[config.mk]
export PLATFORM = sky130hd
export DESIGN_NAME = hplf_framer
export DESIGN_NICKNAME = d
export VERILOG_FILES = /design/src/rtl/hplf_pkg.sv /design/src/rtl/hplf_fifo.sv /design/src/rtl/hplf_framer.sv
export VERILOG_INCLUDE_DIRS = /design/src /design/src/rtl
export SDC_FILE = /design/constraint.sdc
export NUM_CORES = 1
export LEC_CHECK = 0
export BUFFER_PORTS_ARGS = -buffer_cell sky130_fd_sc_hd__buf_4
export CAP_MARGIN = 20
export CELL_PAD_IN_SITES_DETAIL_PLACEMENT = 0
export CELL_PAD_IN_SITES_GLOBAL_PLACEMENT = 1
export CORE_ASPECT_RATIO = 1.4
export CORE_MARGIN = 4
export CORE_UTILIZATION = 54
export DETAILED_ROUTE_END_ITERATION = 8
export HOLD_SLACK_MARGIN = 0.03
export PLACE_DENSITY = 0.85
export SETUP_SLACK_MARGIN = 0.5
export SLEW_MARGIN = 5
export SYNTH_ARGS = -nofsm -noshare
export SYNTH_HDL_FRONTEND = slang
export SYNTH_SLANG_ARGS = --single-unit
[constraint.sdc]
create_clock -name i_clk_sys -period 7.16 [get_ports i_clk_sys]
set_input_delay 1.074 -clock i_clk_sys [delete_from_list [all_inputs] [get_ports i_clk_sys]]
set_output_delay 1.074 -clock i_clk_sys [all_outputs]
set_load 0.02 [all_outputs]
[src/rtl/hplf_regs.svh]
// Constants for the host packet link framer: line timing, packet limits and checksum.
// Assumes a 40 MHz system clock; included by its bare name.
`ifndef HPLF_REGS_SVH
`define HPLF_REGS_SVH

`define HPLF_CLK_HZ 40000000
`define HPLF_BAUD_HZ 115200
`define HPLF_BAUD_DIV (`HPLF_CLK_HZ / `HPLF_BAUD_HZ)
`define HPLF_BITS_PER_CHAR 10
`define HPLF_MAX_LEN 8'h16
`define HPLF_RPT_MAX_LEN 3'h4
`define HPLF_ECHO_CODE 6'h00
`define HPLF_CRC_INIT 16'hFFFF
`define HPLF_CRC_POLY 16'h8408
`define HPLF_RESP_LIMIT_MS 250
`define HPLF_RESP_LIMIT_CYC ((`HPLF_CLK_HZ / 1000) * `HPLF_RESP_LIMIT_MS)
`define HPLF_TX_WORST_CYC (40 * `HPLF_BITS_PER_CHAR * `HPLF_BAUD_DIV)

`endif

[src/rtl/hplf_pkg.sv]
// Types shared by the host packet link framer and its user.
// Assumes nothing beyond a SystemVerilog compiler.
package hplf_pkg;

  typedef enum logic [1:0] {
    HPLF_CLS_CMD = 2'h0,
    HPLF_CLS_RSP = 2'h1,
    HPLF_CLS_RPT = 2'h2,
    HPLF_CLS_ERR = 2'h3
  } hplf_class_t;

  typedef struct packed {
    logic [5:0] code;
    logic [4:0] len;
  } hplf_cmd_t;

  typedef struct packed {
    logic err;
    logic [4:0] len;
  } hplf_ans_t;

  typedef struct packed {
    logic [5:0] code;
    logic [2:0] len;
    logic [31:0] data;
  } hplf_rpt_t;

endpackage

[src/rtl/hplf_fifo.sv]
// Byte FIFO between the packet builder and the serial transmitter.
// Assumes one clock and a synchronous active-high reset.
module hplf_fifo #(
  parameter int WIDTH = 8,
  parameter int DEPTH = 8
) (
  input wire logic i_clk_sys,
  input wire logic i_reset,
  input wire logic i_in_valid,
  input wire logic [WIDTH-1:0] i_in_data,
  output logic o_in_ready,
  output logic o_out_valid,
  output logic [WIDTH-1:0] o_out_data,
  input wire logic i_out_ready
);
  localparam int AW = $clog2(DEPTH);

  logic [WIDTH-1:0] mem_q [DEPTH];
  logic [AW-1:0] wp_q, wp_d, rp_q, rp_d;
  logic [AW:0] cnt_q, cnt_d;
  logic push, pop;

  assign push = i_in_valid && o_in_ready;
  assign pop = o_out_valid && i_out_ready;
  assign o_in_ready = (cnt_q != (AW+1)'(DEPTH));
  assign o_out_valid = (cnt_q != '0);
  assign o_out_data = mem_q[rp_q];

  always_comb begin
    wp_d = wp_q;
    rp_d = rp_q;
    cnt_d = cnt_q;
    if (push) begin
      wp_d = (wp_q == AW'(DEPTH - 1)) ? '0 : wp_q + 1'b1;
    end
    if (pop) begin
      rp_d = (rp_q == AW'(DEPTH - 1)) ? '0 : rp_q + 1'b1;
    end
    if (push && !pop) begin
      cnt_d = cnt_q + 1'b1;
    end else if (pop && !push) begin
      cnt_d = cnt_q - 1'b1;
    end
  end

  always_ff @(posedge i_clk_sys) begin
    if (i_reset) begin
      wp_q <= '0;
      rp_q <= '0;
      cnt_q <= '0;
    end else begin
      wp_q <= wp_d;
      rp_q <= rp_d;
      cnt_q <= cnt_d;
    end
  end

  always_ff @(posedge i_clk_sys) begin
    if (push) begin
      mem_q[wp_q] <= i_in_data;
    end
  end
endmodule // hplf_fifo

[src/rtl/hplf_framer.sv]
// Host packet link framer: serial line, packet receiver, answer logic and packet sender.
// Assumes one 40 MHz clock, synchronous inputs and a user that answers commands.
// Function
// - Packet order is type, length, payload, then two checksum bytes.
// - Type top two bits: 00 command, 01 response, 10 report, 11 error.
// - Type low six bits carry the code, 0 to 63.
// - Well-formed packet with illegal content is answered with an error-class packet.
// - Length byte counts payload bytes; only 0 to 22 valid.
// - 16-bit checksum over type, length and payload; receiver checks it.
// - Checksum sent low byte first, right after last used payload byte.
// - Line runs at 115200 baud, 8 data bits, no parity, one stop bit.
// - Every accepted packet is answered within 250 ms of its end; packets dropped for length, checksum or busy get no answer.
// - No flow-control lines or characters; acknowledgement only.
// - Reports may interleave with acknowledges; host classifies by type byte.
// - Each accepted command gets exactly one response or error with the same code.
// - Echo command (code 0) returns same length and payload with type 0x40.
`include "hplf_regs.svh"

module hplf_framer #(
  parameter int P_ANS_LIMIT_CYC = `HPLF_RESP_LIMIT_CYC - `HPLF_TX_WORST_CYC,
  parameter int P_BAUD_DIV = `HPLF_BAUD_DIV,
  parameter int P_FIFO_DEPTH = 8
) (
  input wire logic i_clk_sys,
  input wire logic i_reset,
  input wire logic i_rxd,
  output logic o_txd,
  output logic o_cmd_valid,
  output hplf_pkg::hplf_cmd_t o_cmd,
  input wire logic [4:0] i_cmd_idx,
  output logic [7:0] o_cmd_byte,
  input wire logic i_ans_wr,
  input wire logic [7:0] i_ans_byte,
  input wire logic i_ans_valid,
  input wire hplf_pkg::hplf_ans_t i_ans,
  input wire logic i_rpt_valid,
  input wire hplf_pkg::hplf_rpt_t i_rpt,
  output logic o_rpt_taken,
  output logic o_drop,
  output logic o_busy
);
  typedef enum logic [2:0] {
    R_TYPE = 3'b000, R_LEN = 3'b001, R_DATA = 3'b011, R_CRCL = 3'b010, R_CRCH = 3'b110
  } hplf_rx_st_t;
  typedef enum logic [2:0] {
    T_IDLE = 3'b000, T_TYPE = 3'b001, T_LEN = 3'b011, T_DATA = 3'b010,
    T_CRCL = 3'b110, T_CRCH = 3'b111
  } hplf_tx_st_t;

  function automatic logic [15:0] crc_next(input logic [15:0] c, input logic [7:0] b);
    logic [15:0] r;
    r = c ^ {8'h00, b};
    for (int k = 0; k < 8; k++) begin
      r = r[0] ? ((r >> 1) ^ `HPLF_CRC_POLY) : (r >> 1);
    end
    return r;
  endfunction

  // Serial receiver. The divider restarts on each start edge, giving a mid-bit enable.
  logic rxd_q, ur_act_q, ur_act_d, rx_stb_q, rx_stb_d;
  logic [15:0] ur_div_q, ur_div_d;
  logic [3:0] ur_bit_q, ur_bit_d;
  logic [7:0] ur_sh_q, ur_sh_d, rx_byte_q, rx_byte_d;

  always_comb begin
    ur_act_d = ur_act_q;
    ur_div_d = ur_div_q;
    ur_bit_d = ur_bit_q;
    ur_sh_d = ur_sh_q;
    rx_byte_d = rx_byte_q;
    rx_stb_d = 1'b0;
    if (!ur_act_q) begin
      if (!rxd_q) begin
        ur_act_d = 1'b1;
        ur_div_d = 16'(P_BAUD_DIV / 2);
        ur_bit_d = '0;
      end
    end else if (ur_div_q != '0) begin
      ur_div_d = ur_div_q - 1'b1;
    end else begin
      ur_div_d = 16'(P_BAUD_DIV - 1);
      ur_bit_d = ur_bit_q + 1'b1;
      if (ur_bit_q == 4'h0) begin
        ur_act_d = !rxd_q;
      end else if (ur_bit_q != 4'h9) begin
        ur_sh_d = {rxd_q, ur_sh_q[7:1]};
      end else begin
        ur_act_d = 1'b0;
        rx_stb_d = rxd_q;
        rx_byte_d = ur_sh_q;
      end
    end
  end

  always_ff @(posedge i_clk_sys) begin
    if (i_reset) begin
      rxd_q <= 1'b1;
      ur_act_q <= 1'b0;
      ur_div_q <= '0;
      ur_bit_q <= '0;
      ur_sh_q <= '0;
      rx_byte_q <= '0;
      rx_stb_q <= 1'b0;
    end else begin
      rxd_q <= i_rxd;
      ur_act_q <= ur_act_d;
      ur_div_q <= ur_div_d;
      ur_bit_q <= ur_bit_d;
      ur_sh_q <= ur_sh_d;
      rx_byte_q <= rx_byte_d;
      rx_stb_q <= rx_stb_d;
    end
  end

  // Payload buffer shared by the receiver, the user's answer and the sender.
  logic [7:0] buf_q [`HPLF_MAX_LEN];
  logic buf_we;
  logic [4:0] buf_wa;
  logic [7:0] buf_wd;

  // Packet receiver.
  hplf_rx_st_t rs_q, rs_d;
  logic [7:0] rtype_q, rtype_d, rcvl_q, rcvl_d;
  logic [4:0] rlen_q, rlen_d, ridx_q, ridx_d;
  logic [15:0] rcrc_q, rcrc_d;
  logic rkeep_q, rkeep_d, good, drop_d, hold;

  always_comb begin
    rs_d = rs_q;
    rtype_d = rtype_q;
    rcvl_d = rcvl_q;
    rlen_d = rlen_q;
    ridx_d = ridx_q;
    rcrc_d = rcrc_q;
    rkeep_d = rkeep_q;
    good = 1'b0;
    drop_d = 1'b0;
    buf_we = 1'b0;
    buf_wa = i_cmd_idx;
    buf_wd = i_ans_byte;
    if (rx_stb_q) begin
      unique case (rs_q)
        R_TYPE: begin
          rtype_d = rx_byte_q;
          rcrc_d = crc_next(`HPLF_CRC_INIT, rx_byte_q);
          rkeep_d = !hold;
          rs_d = R_LEN;
        end
        R_LEN: begin
          if (rx_byte_q > `HPLF_MAX_LEN) begin
            rs_d = R_TYPE;
            drop_d = 1'b1;
          end else begin
            rlen_d = rx_byte_q[4:0];
            rcrc_d = crc_next(rcrc_q, rx_byte_q);
            ridx_d = '0;
            rs_d = (rx_byte_q == 8'h00) ? R_CRCL : R_DATA;
          end
        end
        R_DATA: begin
          buf_we = rkeep_q;
          buf_wa = ridx_q;
          buf_wd = rx_byte_q;
          rcrc_d = crc_next(rcrc_q, rx_byte_q);
          ridx_d = ridx_q + 1'b1;
          if (ridx_q == rlen_q - 1'b1) begin
            rs_d = R_CRCL;
          end
        end
        R_CRCL: begin
          rcvl_d = rx_byte_q;
          rs_d = R_CRCH;
        end
        R_CRCH: begin
          rs_d = R_TYPE;
          if ({rx_byte_q, rcvl_q} == ~rcrc_q) begin
            good = rkeep_q;
            drop_d = !rkeep_q;
          end else begin
            drop_d = 1'b1;
          end
        end
      endcase
    end else if (hold && i_ans_wr) begin
      buf_we = (i_cmd_idx < 5'(`HPLF_MAX_LEN));
    end
  end

  always_ff @(posedge i_clk_sys) begin
    if (i_reset) begin
      rs_q <= R_TYPE;
      rtype_q <= '0;
      rcvl_q <= '0;
      rlen_q <= '0;
      ridx_q <= '0;
      rcrc_q <= `HPLF_CRC_INIT;
      rkeep_q <= 1'b0;
      o_drop <= 1'b0;
    end else begin
      rs_q <= rs_d;
      rtype_q <= rtype_d;
      rcvl_q <= rcvl_d;
      rlen_q <= rlen_d;
      ridx_q <= ridx_d;
      rcrc_q <= rcrc_d;
      rkeep_q <= rkeep_d;
      o_drop <= drop_d;
    end
  end

  always_ff @(posedge i_clk_sys) begin
    if (buf_we) begin
      buf_q[buf_wa] <= buf_wd;
    end
    o_cmd_byte <= (i_cmd_idx < 5'(`HPLF_MAX_LEN)) ? buf_q[i_cmd_idx] : 8'h00;
  end

  // Answer logic: one reply per accepted packet, forced to an error if the user is late.
  logic pend_q, pend_d, rep_q, rep_d, cmdv_d, tx_take;
  logic [7:0] rep_type_q, rep_type_d;
  logic [4:0] rep_len_q, rep_len_d;
  logic [23:0] wd_q, wd_d;
  hplf_pkg::hplf_cmd_t cmd_d;

  always_comb begin
    pend_d = pend_q;
    rep_d = rep_q && !tx_take;
    rep_type_d = rep_type_q;
    rep_len_d = rep_len_q;
    wd_d = wd_q;
    cmdv_d = 1'b0;
    cmd_d = o_cmd;
    if (good) begin
      rep_len_d = '0;
      if (rtype_q[7:6] != hplf_pkg::HPLF_CLS_CMD) begin
        rep_d = 1'b1;
        rep_type_d = {hplf_pkg::HPLF_CLS_ERR, rtype_q[5:0]};
      end else if (rtype_q[5:0] == `HPLF_ECHO_CODE) begin
        rep_d = 1'b1;
        rep_type_d = {hplf_pkg::HPLF_CLS_RSP, rtype_q[5:0]};
        rep_len_d = rlen_q;
      end else begin
        pend_d = 1'b1;
        wd_d = '0;
        cmdv_d = 1'b1;
        cmd_d = '{code: rtype_q[5:0], len: rlen_q};
      end
    end else if (pend_q) begin
      wd_d = wd_q + 1'b1;
      if (i_ans_valid) begin
        pend_d = 1'b0;
        rep_d = 1'b1;
        rep_type_d = {i_ans.err ? hplf_pkg::HPLF_CLS_ERR : hplf_pkg::HPLF_CLS_RSP, o_cmd.code};
        rep_len_d = (i_ans.len > 5'(`HPLF_MAX_LEN)) ? 5'(`HPLF_MAX_LEN) : i_ans.len;
      end else if (wd_q == 24'(P_ANS_LIMIT_CYC - 1)) begin
        pend_d = 1'b0;
        rep_d = 1'b1;
        rep_type_d = {hplf_pkg::HPLF_CLS_ERR, o_cmd.code};
        rep_len_d = '0;
      end
    end
  end

  always_ff @(posedge i_clk_sys) begin
    if (i_reset) begin
      pend_q <= 1'b0;
      rep_q <= 1'b0;
      rep_type_q <= '0;
      rep_len_q <= '0;
      wd_q <= '0;
      o_cmd_valid <= 1'b0;
      o_cmd <= '0;
    end else begin
      pend_q <= pend_d;
      rep_q <= rep_d;
      rep_type_q <= rep_type_d;
      rep_len_q <= rep_len_d;
      wd_q <= wd_d;
      o_cmd_valid <= cmdv_d;
      o_cmd <= cmd_d;
    end
  end

  // Packet sender. Back-pressure from the FIFO simply stalls it.
  hplf_tx_st_t ts_q, ts_d;
  logic [7:0] t_type_q, t_type_d, t_byte;
  logic [4:0] t_len_q, t_len_d, t_idx_q, t_idx_d;
  logic [15:0] t_crc_q, t_crc_d;
  logic [31:0] t_rdat_q, t_rdat_d;
  logic t_rep_q, t_rep_d, t_push, f_ready, rpt_tk_d;

  assign tx_take = (ts_q == T_IDLE) && rep_q;
  assign hold = pend_q || rep_q || ((ts_q != T_IDLE) && t_rep_q);

  always_comb begin
    ts_d = ts_q;
    t_type_d = t_type_q;
    t_len_d = t_len_q;
    t_idx_d = t_idx_q;
    t_crc_d = t_crc_q;
    t_rdat_d = t_rdat_q;
    t_rep_d = t_rep_q;
    rpt_tk_d = 1'b0;
    t_push = 1'b0;
    t_byte = 8'h00;
    unique case (ts_q)
      T_IDLE: begin
        if (rep_q) begin
          ts_d = T_TYPE;
          t_type_d = rep_type_q;
          t_len_d = rep_len_q;
          t_rep_d = 1'b1;
        end else if (i_rpt_valid) begin
          ts_d = T_TYPE;
          t_type_d = {hplf_pkg::HPLF_CLS_RPT, i_rpt.code};
          t_len_d = (i_rpt.len > `HPLF_RPT_MAX_LEN) ? 5'(`HPLF_RPT_MAX_LEN) : 5'(i_rpt.len);
          t_rdat_d = i_rpt.data;
          t_rep_d = 1'b0;
          rpt_tk_d = 1'b1;
        end
        t_crc_d = `HPLF_CRC_INIT;
        t_idx_d = '0;
      end
      T_TYPE: begin
        t_byte = t_type_q;
        t_push = 1'b1;
      end
      T_LEN: begin
        t_byte = {3'h0, t_len_q};
        t_push = 1'b1;
      end
      T_DATA: begin
        t_byte = t_rep_q ? buf_q[t_idx_q] : t_rdat_q[7:0];
        t_push = 1'b1;
      end
      T_CRCL: begin
        t_byte = ~t_crc_q[7:0];
        t_push = 1'b1;
      end
      T_CRCH: begin
        t_byte = ~t_crc_q[15:8];
        t_push = 1'b1;
      end
    endcase
    if (t_push && f_ready) begin
      if (ts_q != T_CRCL && ts_q != T_CRCH) begin
        t_crc_d = crc_next(t_crc_q, t_byte);
      end
      unique case (ts_q)
        T_TYPE: ts_d = T_LEN;
        T_LEN: ts_d = (t_len_q == '0) ? T_CRCL : T_DATA;
        T_DATA: begin
          t_idx_d = t_idx_q + 1'b1;
          t_rdat_d = {8'h00, t_rdat_q[31:8]};
          ts_d = (t_idx_q == t_len_q - 1'b1) ? T_CRCL : T_DATA;
        end
        T_CRCL: ts_d = T_CRCH;
        default: ts_d = T_IDLE;
      endcase
    end
  end

  always_ff @(posedge i_clk_sys) begin
    if (i_reset) begin
      ts_q <= T_IDLE;
      t_type_q <= '0;
      t_len_q <= '0;
      t_idx_q <= '0;
      t_crc_q <= `HPLF_CRC_INIT;
      t_rdat_q <= '0;
      t_rep_q <= 1'b0;
      o_rpt_taken <= 1'b0;
      o_busy <= 1'b0;
    end else begin
      ts_q <= ts_d;
      t_type_q <= t_type_d;
      t_len_q <= t_len_d;
      t_idx_q <= t_idx_d;
      t_crc_q <= t_crc_d;
      t_rdat_q <= t_rdat_d;
      t_rep_q <= t_rep_d;
      o_rpt_taken <= rpt_tk_d;
      o_busy <= pend_d || rep_d;
    end
  end

  // Serial transmitter draining the FIFO; no flow-control input exists.
  logic f_valid, ut_act_q, ut_act_d, f_pop;
  logic [7:0] f_data;
  logic [15:0] ut_div_q, ut_div_d;
  logic [3:0] ut_bit_q, ut_bit_d;
  logic [9:0] ut_sh_q, ut_sh_d;

  hplf_fifo #(.WIDTH(8), .DEPTH(P_FIFO_DEPTH)) u_fifo (
    .i_clk_sys(i_clk_sys),
    .i_reset(i_reset),
    .i_in_valid(t_push),
    .i_in_data(t_byte),
    .o_in_ready(f_ready),
    .o_out_valid(f_valid),
    .o_out_data(f_data),
    .i_out_ready(f_pop)
  );

  assign f_pop = !ut_act_q;

  always_comb begin
    ut_act_d = ut_act_q;
    ut_div_d = ut_div_q;
    ut_bit_d = ut_bit_q;
    ut_sh_d = ut_sh_q;
    if (!ut_act_q) begin
      if (f_valid) begin
        ut_act_d = 1'b1;
        ut_sh_d = {1'b1, f_data, 1'b0};
        ut_div_d = 16'(P_BAUD_DIV - 1);
        ut_bit_d = '0;
      end
    end else if (ut_div_q != '0) begin
      ut_div_d = ut_div_q - 1'b1;
    end else begin
      ut_div_d = 16'(P_BAUD_DIV - 1);
      ut_sh_d = {1'b1, ut_sh_q[9:1]};
      ut_bit_d = ut_bit_q + 1'b1;
      ut_act_d = (ut_bit_q != 4'h9);
    end
  end

  always_ff @(posedge i_clk_sys) begin
    if (i_reset) begin
      ut_act_q <= 1'b0;
      ut_div_q <= '0;
      ut_bit_q <= '0;
      ut_sh_q <= 10'h3FF;
      o_txd <= 1'b1;
    end else begin
      ut_act_q <= ut_act_d;
      ut_div_q <= ut_div_d;
      ut_bit_q <= ut_bit_d;
      ut_sh_q <= ut_sh_d;
      o_txd <= ut_act_d ? ut_sh_d[0] : 1'b1;
    end
  end
endmodule // hplf_framer

==> flow_metrics.env, run 1 <==
export IMPL_grt_overflow=0
export IMPL_async_flop_share_pct=0
export IMPL_path_clk_slew_ps=60
export IMPL_slew_headroom_pct=23.0
export IMPL_powerDensity_nw_per_um2=285
export IMPL_ys_seq_area_share_pct=52.9
export IMPL_synthFlopType="dfxtp_1"
export IMPL_cts_resized=0
export IMPL_fin_crit_sh_pct=55.0
export IMPL_synthCells=2185
export IMPL_fin_area_um2=26200
export IMPL_worstMarginPinSlew_ps=1150
export IMPL_start_util_pct=54.5
export IMPL_crit_type="reg -> reg"
export IMPL_area_delta_synth_final_pct=11.5
export IMPL_diodes=0
export IMPL_wl_um=60500
export IMPL_slew_viol_final=0
export IMPL_postCtsSetupRepairBufs=0
export IMPL_drive_above_1_share_pct=14.1
export IMPL_io_pins=90
export IMPL_whs_ps=454
export IMPL_maxCapViolCount=0
export IMPL_worstHoldPathType="reg -> reg"
export IMPL_yosysTopAreaCell="edfxtp_1"
export IMPL_crit_fanout=33
export IMPL_clock_path_buffers=3
export IMPL_drtIter0Drc=1428
export IMPL_required_ps=7590
export IMPL_cts_tree="built"
export IMPL_clk_latency_ps=580
export IMPL_root_buffer="clkbuf_16"
export IMPL_fp_coreArea_um2=43100
export IMPL_worst_path_most_repeated_cell="a21oi_1"
export IMPL_slowest_delay_ps=620
export IMPL_syn_area_um2=23500
export IMPL_drc_errors=0
export IMPL_synth_seq_cells=502
export IMPL_intPower_mw=5.36
export IMPL_clkPwrFrac_pct=36.1
export IMPL_setup_viol=0
export IMPL_track_usage_pct=25.2
export IMPL_switching_share_pct=28.2
export IMPL_finClkSkew_ps=14.6
export IMPL_wl_per_cell_um=21.7
export IMPL_synth_nets=2274
export IMPL_hold_buffers=0
export IMPL_power_switching_mw=2.10
export IMPL_std_cell_rows=90
export IMPL_cpMaxStageDelayCell="dfxtp_4"
export IMPL_synth_avg_cell_area_um2=10.8
export IMPL_synthTopCellsByArea="edfxtp_1 31%, dfxtp_1 22%, mux4_2 7.4%"
export IMPL_cp_arrival_ps=4370
export IMPL_hold_viol=0
export IMPL_outcome="completed"
export IMPL_leakage_nw=9.21
export IMPL_cts_max_level=2
export IMPL_synth_yosys_warnings=0
export IMPL_synth_top_cell_area_share_pct=30.6
export IMPL_numCtsBuffers=49
export IMPL_crit_path_end_kind="flop"
export IMPL_nNetsFinal=2288
export IMPL_max_freq_ghz=0.254
export IMPL_rsz0062_at_grt="false"
export IMPL_first_global_vias=16500
export IMPL_peakVddDrop_mv=0.208
export IMPL_dpl_instance_area_um2=24400
export IMPL_fin_setup_tns_ps=0
export IMPL_critPathLaunchType="flop"
export IMPL_final_cell_mix="276 x nand2_1, 260 x dfxtp_1, 252 x nor2_1, 240 x edfxtp_1, 150 x a21oi_1"
export IMPL_dp_hpwl_um=41700
export IMPL_antenna_found_initial=0
export IMPL_portBuffers=89
export IMPL_timing_final_crit_period_ps=3940
export IMPL_whs_path_depth=1
export IMPL_final_common_cell="nand2_1"
export IMPL_via_count=17300
export IMPL_crit_chain="buf_4, mux4_2, a22oi_1, a21oi_1, a21oi_1, o221ai_1, xnor2_1, xnor2_1, a21oi_1"
export IMPL_die_w_um=184
export IMPL_dieHeight_um=255
export IMPL_grt_max_degree=78
export IMPL_gp_congestion=0.927
export IMPL_combPwrFrac_pct=18.2
export IMPL_via_per_inst=6.18
export IMPL_synth_cell_type_count=77
export IMPL_dieArea_um2=47000
export IMPL_drtPass1Iterations=6
export IMPL_clkSinkCount=502
export IMPL_worstRegToRegCells=9
export IMPL_seqPwrFrac_pct=45.7
export IMPL_grt_pass1_wl_um=94000
export IMPL_synth_edf_count=240
export IMPL_antenna_left=0
==> cells in the mapped netlist (9+ instances only) <==
master      n
a211o_1    15
a211oi_1   30
a21o_1     11
a21oi_1   150
a221oi_1   22
a22oi_1    16
a311oi_1   39
a31oi_1     9
and2_1     10
buf_1      17
clkbuf_1  117
dfxtp_1   262
edfxtp_1  240
ha_1       22
inv_1      26
mux2_2     13
mux2i_1    98
mux4_2     77
nand2_1   276
nand2b_1   19
nand3_1    24
nand3b_1   10
nand4_1    13
nor2_1    253
nor2b_1    15
nor3_1     47
nor3b_1    20
nor4_1     18
o211ai_1   11
o21ai_0    65
or2_2      11
or3_1      12
xnor2_1    63
xor2_1     50
==> worst paths after layout <==
path / from / endpoint / slack (ps)
max reg2reg: t_idx_q[0] / t_crc_q[9] / 3220
min reg2reg: ut_sh_q[9] / ut_sh_q[9] / 450
min: ut_sh_q[9] / ut_sh_q[9] / 450
max: t_idx_q[0] / t_crc_q[9] / 3220
==> power groups by stage <==
stage / Clock (mW) / Sequential (mW) / Combinational (mW)
finish: 2.69 / 3.41 / 1.36
global route: 2.84 / 3.44 / 1.51
CTS: 2.73 / 3.42 / 1.33
detailed placement: 0 / 3.48 / 1.32
global placement: 0 / 3.48 / 1.29
floorplan: 0 / 3.38 / 1.06
==> flip-flops by register name, indices dropped and copies added (netlist names), 5 cells and up, named ones only <==
name          cells
buf_q           176
u_fifo.mem_q     64
t_rdat_q         32
wd_q             24
rcrc_q           16
t_crc_q          16
ur_div_q         16
ut_div_q         16
o_cmd            11
ut_sh_q          10
o_cmd_byte        8
rcvl_q            8
rep_type_q        8
rtype_q           8
rx_byte_q         8
t_type_q          8
ur_sh_q           8
rep_len_q         5
ridx_q            5
rlen_q            5
t_idx_q           5
t_len_q           5
==> cells by family after synthesis <==
logic type                 share of synthesized area, %
AOI/OAI and AO/OA                                  11.7
xor gates and xnor gates                           4.30
adders and majority gates                          1.26
buffers and inverters                              2.98
DFF                                                52.9
muxes                                              12.2
and+or+nand+nor                                    14.7
==> layout make-up <==
type / instances / area [um^2]
flip-flops and latches: 502 / 12500
repair buffers: 113 / 892
fillers: 3504 / 16900
clock inverters: 19 / 198
multi-input cells: 1507 / 10400
inverters: 26 / 97.6
well taps: 552 / 691
clock buffers: 73 / 1510
==> per-layer routing <==
metal  GRT usage, %  wire length [um]  vias to the layer above
met5              0                 0                        -
met4           10.4              2670                        0
met3           3.61              3770                      153
met2           42.6             29800                      675
met1           32.9             24200                     8382
li1               -                 -                     8058
==> through the flow <==
| step | instances | util [%] | power (mW) | worst slack [ps] |
|---|---|---|---|---|
| final | 2792 | 60.8 | 7.47 | 3220 |
| after detailed placement | 2694 | 56.6 | 4.80 | 3240 |
| after global placement | 2693 | 56.6 | 4.76 | 3330 |
| after CTS | 2786 | 60.6 | 7.48 | 3240 |
| after floorplan | 2185 | - | 4.44 | 3450 |
| after global routing | 2792 | 60.8 | 7.79 | 2980 |
==> worst max-delay path, delay by kind of cell (launching register included) <==
| kind | cells | cell delay [ps] |
|---|---|---|
| flip-flops | 1 | 620 |
| buffers and inverters | 1 | 620 |
| AO/OA/AOI/OAI | 5 | 1200 |
| multiplexers | 1 | 590 |
| XOR/XNOR | 2 | 750 |
Power figures use the tool's default switching activity.
==> inputs of run 2 (changes only) <==
--- a/config.mk
+++ b/config.mk
@@ -12,10 +12,10 @@
 export CELL_PAD_IN_SITES_GLOBAL_PLACEMENT = 1
 export CORE_ASPECT_RATIO = 1.4
 export CORE_MARGIN = 4
-export CORE_UTILIZATION = 54
+export CORE_UTILIZATION = 45
 export DETAILED_ROUTE_END_ITERATION = 8
 export HOLD_SLACK_MARGIN = 0.03
-export PLACE_DENSITY = 0.85
+export PLACE_DENSITY = 0.76
 export SETUP_SLACK_MARGIN = 0.5
 export SLEW_MARGIN = 5
 export SYNTH_ARGS = -nofsm -noshare
==> constraint.sdc (replaced) <==
create_clock -name i_clk_sys -period 3.35 [get_ports i_clk_sys]
set_input_delay 0.5025 -clock i_clk_sys [delete_from_list [all_inputs] [get_ports i_clk_sys]]
set_output_delay 0.5025 -clock i_clk_sys [all_outputs]
set_load 0.02 [all_outputs]
==> run 2 against run 1 <==
Die area is 19% higher. Core utilization is 7.2 points lower. Power rose by 120%. Clock skew increased by 6.3 ps. Global-route usage decreased by 3.2 points. Critical endpoint is now wd_q[19]. Clock-buffer cell count down 13. Wire length increased by 6.1%. Fmax increased by 38%.
==> flow_metrics.env, run 2 (synthesis results as in run 1) <==
export IMPL_outcome="completed"
export IMPL_crit_type="reg -> reg"
export IMPL_slew_viol_final=0
export IMPL_die_w_um=201
export IMPL_fin_crit_sh_pct=85.3
export IMPL_slew_headroom_pct=34.5
export IMPL_top_register="buf_q"
export IMPL_fin_area_um2=27500
export IMPL_dieHeight_um=279
export IMPL_numCtsBuffers=50
export IMPL_drc_errors=0
export IMPL_timing_final_crit_period_ps=2860
export IMPL_io_pins=90
export IMPL_fin_ws_ps=492
export IMPL_dpl_worst_slack_ps=186
export IMPL_finalPower_mw=16.3
export IMPL_grt_pass1_wl_um=98500
export IMPL_grt_overflow=0
export IMPL_powerDensity_nw_per_um2=592
export IMPL_drtPass1Iterations=5
export IMPL_track_usage_pct=22.0
export IMPL_fp_coreArea_um2=51400
export IMPL_intPower_mw=11.6
export IMPL_max_freq_ghz=0.350
export IMPL_critPathLaunchType="flop"
export IMPL_multiInputGateArea_um2=10700
export IMPL_grt_max_degree=92
export IMPL_area_delta_synth_final_pct=17.0
export IMPL_portBuffers=89
export IMPL_rsz0062_at_grt="true"
export IMPL_gp_congestion=0.948
export IMPL_required_ps=3810
export IMPL_root_buffer="clkbuf_16"
export IMPL_worstMarginPinSlew_ps=980
export IMPL_path_clk_slew_ps=60
export IMPL_antenna_found_initial=1
export IMPL_crit_fanout=7
export IMPL_dieArea_um2=56000
export IMPL_hold_viol=0
export IMPL_std_cell_rows=98
export IMPL_peakVddDrop_mv=0.446
export IMPL_clkPwrFrac_pct=35.4
export IMPL_worstHoldPathType="in -> reg"
export IMPL_first_global_vias=16900
export IMPL_cts_tree="built"
export IMPL_seq_area_um2=12500
export IMPL_wl_um=64100
export IMPL_final_util_pct=53.6
export IMPL_maxCapViolCount=0
export IMPL_nNetsFinal=2394
export IMPL_wl_per_cell_um=21.4
export IMPL_crit_path_end_kind="flop"
export IMPL_via_count=17500
export IMPL_fin_setup_tns_ps=0
export IMPL_seqPwrFrac_pct=44.5
export IMPL_hold_buffers=0
export IMPL_combPwrFrac_pct=20.1
export IMPL_setup_viol=0
export IMPL_finClkSkew_ps=20.9
export IMPL_largestRegisters="buf_q (176), u_fifo.mem_q (64), t_rdat_q (32)"
export IMPL_drive_above_1_share_pct=21.0
export IMPL_switching_share_pct=29.0
export IMPL_clk_latency_ps=600
export IMPL_final_cell_mix="274 x nand2_1, 250 x dfxtp_1, 240 x edfxtp_1, 235 x nor2_1, 207 x buf_4"
export IMPL_fill_cells=4377
export IMPL_antenna_left=0
export IMPL_via_per_inst=5.83
export IMPL_start_util_pct=45.8
export IMPL_drtIter0Drc=1443
export IMPL_clkSinkCount=502
export IMPL_dp_hpwl_um=44300
export IMPL_leakage_nw=9.84
export IMPL_cp_arrival_ps=3320
export IMPL_dpl_instance_area_um2=25200
export IMPL_power_switching_mw=4.73
export IMPL_final_common_cell="nand2_1"
export IMPL_largest_reg_flops=176
export IMPL_cts_max_level=2
export IMPL_clock_path_buffers=3
-- run 2: cell types whose count changed in the layout (fill, tap and decap cells not counted), moves of 7 or more --
cell and change:
xnor2_1 -7, dfxtp_2 +8, nor2_1 -17, nor2_2 +16
buf_4 +99, dfxtp_1 -10
-- run 2: power groups by stage --
| stage | combinational [mW] | clock, mW | sequential (mW) |
|---|---|---|---|
| 2_1_floorplan | 2.27 | 0 | 7.22 |
| 3_3_place_gp | 3.01 | 0 | 7.35 |
| 3_5_place_dp | 3.06 | 0 | 7.37 |
| 4_1_cts | 3.17 | 5.88 | 7.23 |
| 5_1_grt | 3.60 | 6.14 | 7.30 |
| 6_report | 3.28 | 5.77 | 7.25 |
-- run 2: worst paths after layout --
check                   to        from  depth (start not counted)  slack, ps
hold reg to reg   o_cmd[2]    o_cmd[2]                          2        450
hold / removal       rxd_q       i_rxd                          2        110
setup reg to reg  wd_q[19]  rcrc_q[10]                         10        490
setup / recovery  wd_q[19]  rcrc_q[10]                         10        490
-- run 2: worst max-delay path: stages, from the launching register on --
cell and delay (ps):
dfxtp_1 380, xnor2_1 110, nor4_2 250, buf_4 170
nand4bb_4 120, or4_4 500, o21a_1 150, or4_4 580
buf_4 160, o311ai_2 230, nand2_1 80
-- run 2: final cells by class --
class,instances,area share [%]
inverters,26,0.355
clock buffers,60,5.02
multi-input cells,1507,38.9
diodes,1,0.00909
repair buffers,218,6.35
clock inverters,33,1.11
well taps,650,2.96
flip-flops and latches,502,45.3
-- run 2: metrics by stage --
step	instances	hold slack, ps
after detailed placement	2868	437
after CTS	2974	87.9
final	2997	113
after global placement	2867	431
after floorplan	2185	416
after global routing	2997	109
-- run 2: timing repair --
| action | CTS | global route |
|---|---|---|
| cloned | 0 | 1 |
| endpoints found under the setup margin | 38 | 87 |
| resized for setup | 26 | 52 |
| pin swaps | 4 | 27 |
| buffers inserted | 13 | 21 |
-- run 2: metal layers --
layer	wire [um]	GRT usage, %	share of wire [%]
met1	26400	27.8	41
met2	31300	37.5	49
met3	3000	3.12	4.7
met4	3390	10.3	5.3
met5	0	0	0
==> inputs of run 3 (changes only) <==
--- a/config.mk
+++ b/config.mk
@@ -12,11 +12,11 @@
 export CELL_PAD_IN_SITES_GLOBAL_PLACEMENT = 1
 export CORE_ASPECT_RATIO = 1.4
 export CORE_MARGIN = 4
-export CORE_UTILIZATION = 45
+export CORE_UTILIZATION = 35
 export DETAILED_ROUTE_END_ITERATION = 8
 export HOLD_SLACK_MARGIN = 0.03
-export PLACE_DENSITY = 0.76
-export SETUP_SLACK_MARGIN = 0.5
+export PLACE_DENSITY = 0.62
+export SETUP_SLACK_MARGIN = 0.05
 export SLEW_MARGIN = 5
 export SYNTH_ARGS = -nofsm -noshare
 export SYNTH_HDL_FRONTEND = slang
==> run 3 against run 2 <==
Via count down 1.2%. Clock skew decreased by 1.8 ps. Flip-flop and latch count unchanged. Critical endpoint is now t_crc_q[0]. Highest routed layer unchanged.
==> flow_metrics.env, run 3 (synthesis results as in run 1) <==
export IMPL_startpoint="t_idx_q[0]"
export IMPL_rsz0062_at_grt="false"
export IMPL_portBuffers=89
export IMPL_crit_path_end_kind="flop"
export IMPL_start_util_pct=35.3
export IMPL_met2_usage_pct=31.2
export IMPL_outcome="completed"
export IMPL_drtIter0Drc=1283
export IMPL_use_met1_pct=22.9
export IMPL_cp_arrival_ps=3550
export IMPL_track_usage_pct=18.3
export IMPL_dieHeight_um=315
export IMPL_fin_area_um2=27100
export IMPL_via_count=17300
export IMPL_antenna_found_initial=1
export IMPL_dpl_instance_area_um2=25400
export IMPL_path_clk_slew_ps=70
export IMPL_largest_reg_flops=176
export IMPL_nNetsFinal=2367
export IMPL_grt_overflow=0
export IMPL_largestRegisters="buf_q (176), u_fifo.mem_q (64), t_rdat_q (32)"
export IMPL_crit_type="reg -> reg"
export IMPL_setup_viol=0
export IMPL_finClkSkew_ps=19.1
export IMPL_peakVddDrop_mv=0.395
export IMPL_grt_max_degree=75
export IMPL_wl_per_cell_um=21.1
export IMPL_worstMarginPinSlew_ps=979
export IMPL_slew_headroom_pct=34.6
export IMPL_wl_um=66900
export IMPL_io_pins=90
export IMPL_drc_errors=0
export IMPL_area_delta_synth_final_pct=15.3
export IMPL_timing_final_crit_period_ps=3100
export IMPL_std_cell_rows=112
export IMPL_drtPass1Iterations=5
export IMPL_slew_viol_final=0
export IMPL_busiest_layer="met2"
export IMPL_leakage_nw=9.55
export IMPL_critPathLaunchType="flop"
export IMPL_final_cell_mix="276 x nand2_1, 260 x dfxtp_1, 252 x nor2_1, 240 x edfxtp_1, 188 x buf_4"
export IMPL_cts_tree="built"
export IMPL_worstHoldPathType="in -> reg"
export IMPL_die_w_um=227
export IMPL_gp_congestion=0.916
export IMPL_clock_path_buffers=3
export IMPL_clk_latency_ps=600
export IMPL_use_met3_pct=2.56
export IMPL_maxCapViolCount=0
export IMPL_powerDensity_nw_per_um2=589
export IMPL_drive_above_1_share_pct=17.0
export IMPL_hold_buffers=0
export IMPL_fp_coreArea_um2=66600
export IMPL_antenna_left=0
export IMPL_root_buffer="clkbuf_16"
export IMPL_clkSinkCount=502
export IMPL_crit_fanout=12
export IMPL_min_from="i_rxd"
export IMPL_rr_startpoint="t_idx_q[0]"
export IMPL_via_per_inst=5.44
export IMPL_max_freq_ghz=0.322
export IMPL_dp_hpwl_um=48300
export IMPL_grt_pass1_wl_um=102000
export IMPL_first_global_vias=17000
export IMPL_cts_max_level=2
export IMPL_hold_viol=0
export IMPL_dieArea_um2=71500
export IMPL_numCtsBuffers=50
export IMPL_fin_crit_sh_pct=92.6
export IMPL_required_ps=3790
export IMPL_final_common_cell="nand2_1"
export IMPL_fin_setup_tns_ps=0
export IMPL_top_register="buf_q"
[run 3: final timing paths]
path	end	slack, ps	depth (start not counted)
setup / recovery	t_crc_q[0]	250	9
hold / removal	rxd_q	90	2
setup reg to reg	t_crc_q[0]	250	9
hold reg to reg	ut_sh_q[9]	450	1
[run 3: timing repair]
| action | in CTS | in global routing |
|---|---|---|
| resized for setup | 0 | 2 |
| endpoints found under the setup margin | 0 | 6 |
| setup buffers | 0 | 9 |
[run 3: metrics by stage]
step	instances	hold WS, ps	util, %	setup WS, ps	power, mW
global route	3174	68.0	40.7	91.4	16.8
global placement	3071	438	38.1	165	10.4
detailed placement	3072	433	38.2	167	10.5
finish	3175	93.5	40.7	248	16.0
floorplan	2185	416	-	212	9.49
CTS	3165	52.7	40.6	141	16.1
[run 3: layout make-up]
cell class,count,area [um^2]
Antenna cell,1,2.50
Clock buffer,60,1340
Inverter,26,97.6
Multi-Input combinational cell,1507,10400
Sequential cell,502,12500
Timing Repair Buffer,191,1460
Fill cell,6329,39400
Tap cell,855,1070
Clock inverter,33,300
[run 3: worst max-delay path, stage by stage (launching register included)]
cell and delay (ps):
dfxtp_4 450, buf_4 170, mux4_2 490, a22oi_1 290, nand3_1 250, a221oi_1 400, xnor3_1 320, xnor2_1 270
xor2_1 200, a21oi_1 80
[run 3: where the power goes]
part           total [mW]  internal [mW]  switching (mW)
sequential           7.23           6.86           0.372
clock                5.62           3.12            2.50
combinational        3.12           1.33            1.79
total                16.0           11.3            4.67
[run 3: per-layer routing]
metal  vias up  part of all wire (%)
met4         0                   5.3
met1      8449                    41
li1       8201                     -
met2       451                    49
met3       161                   4.2
met5         -                     0
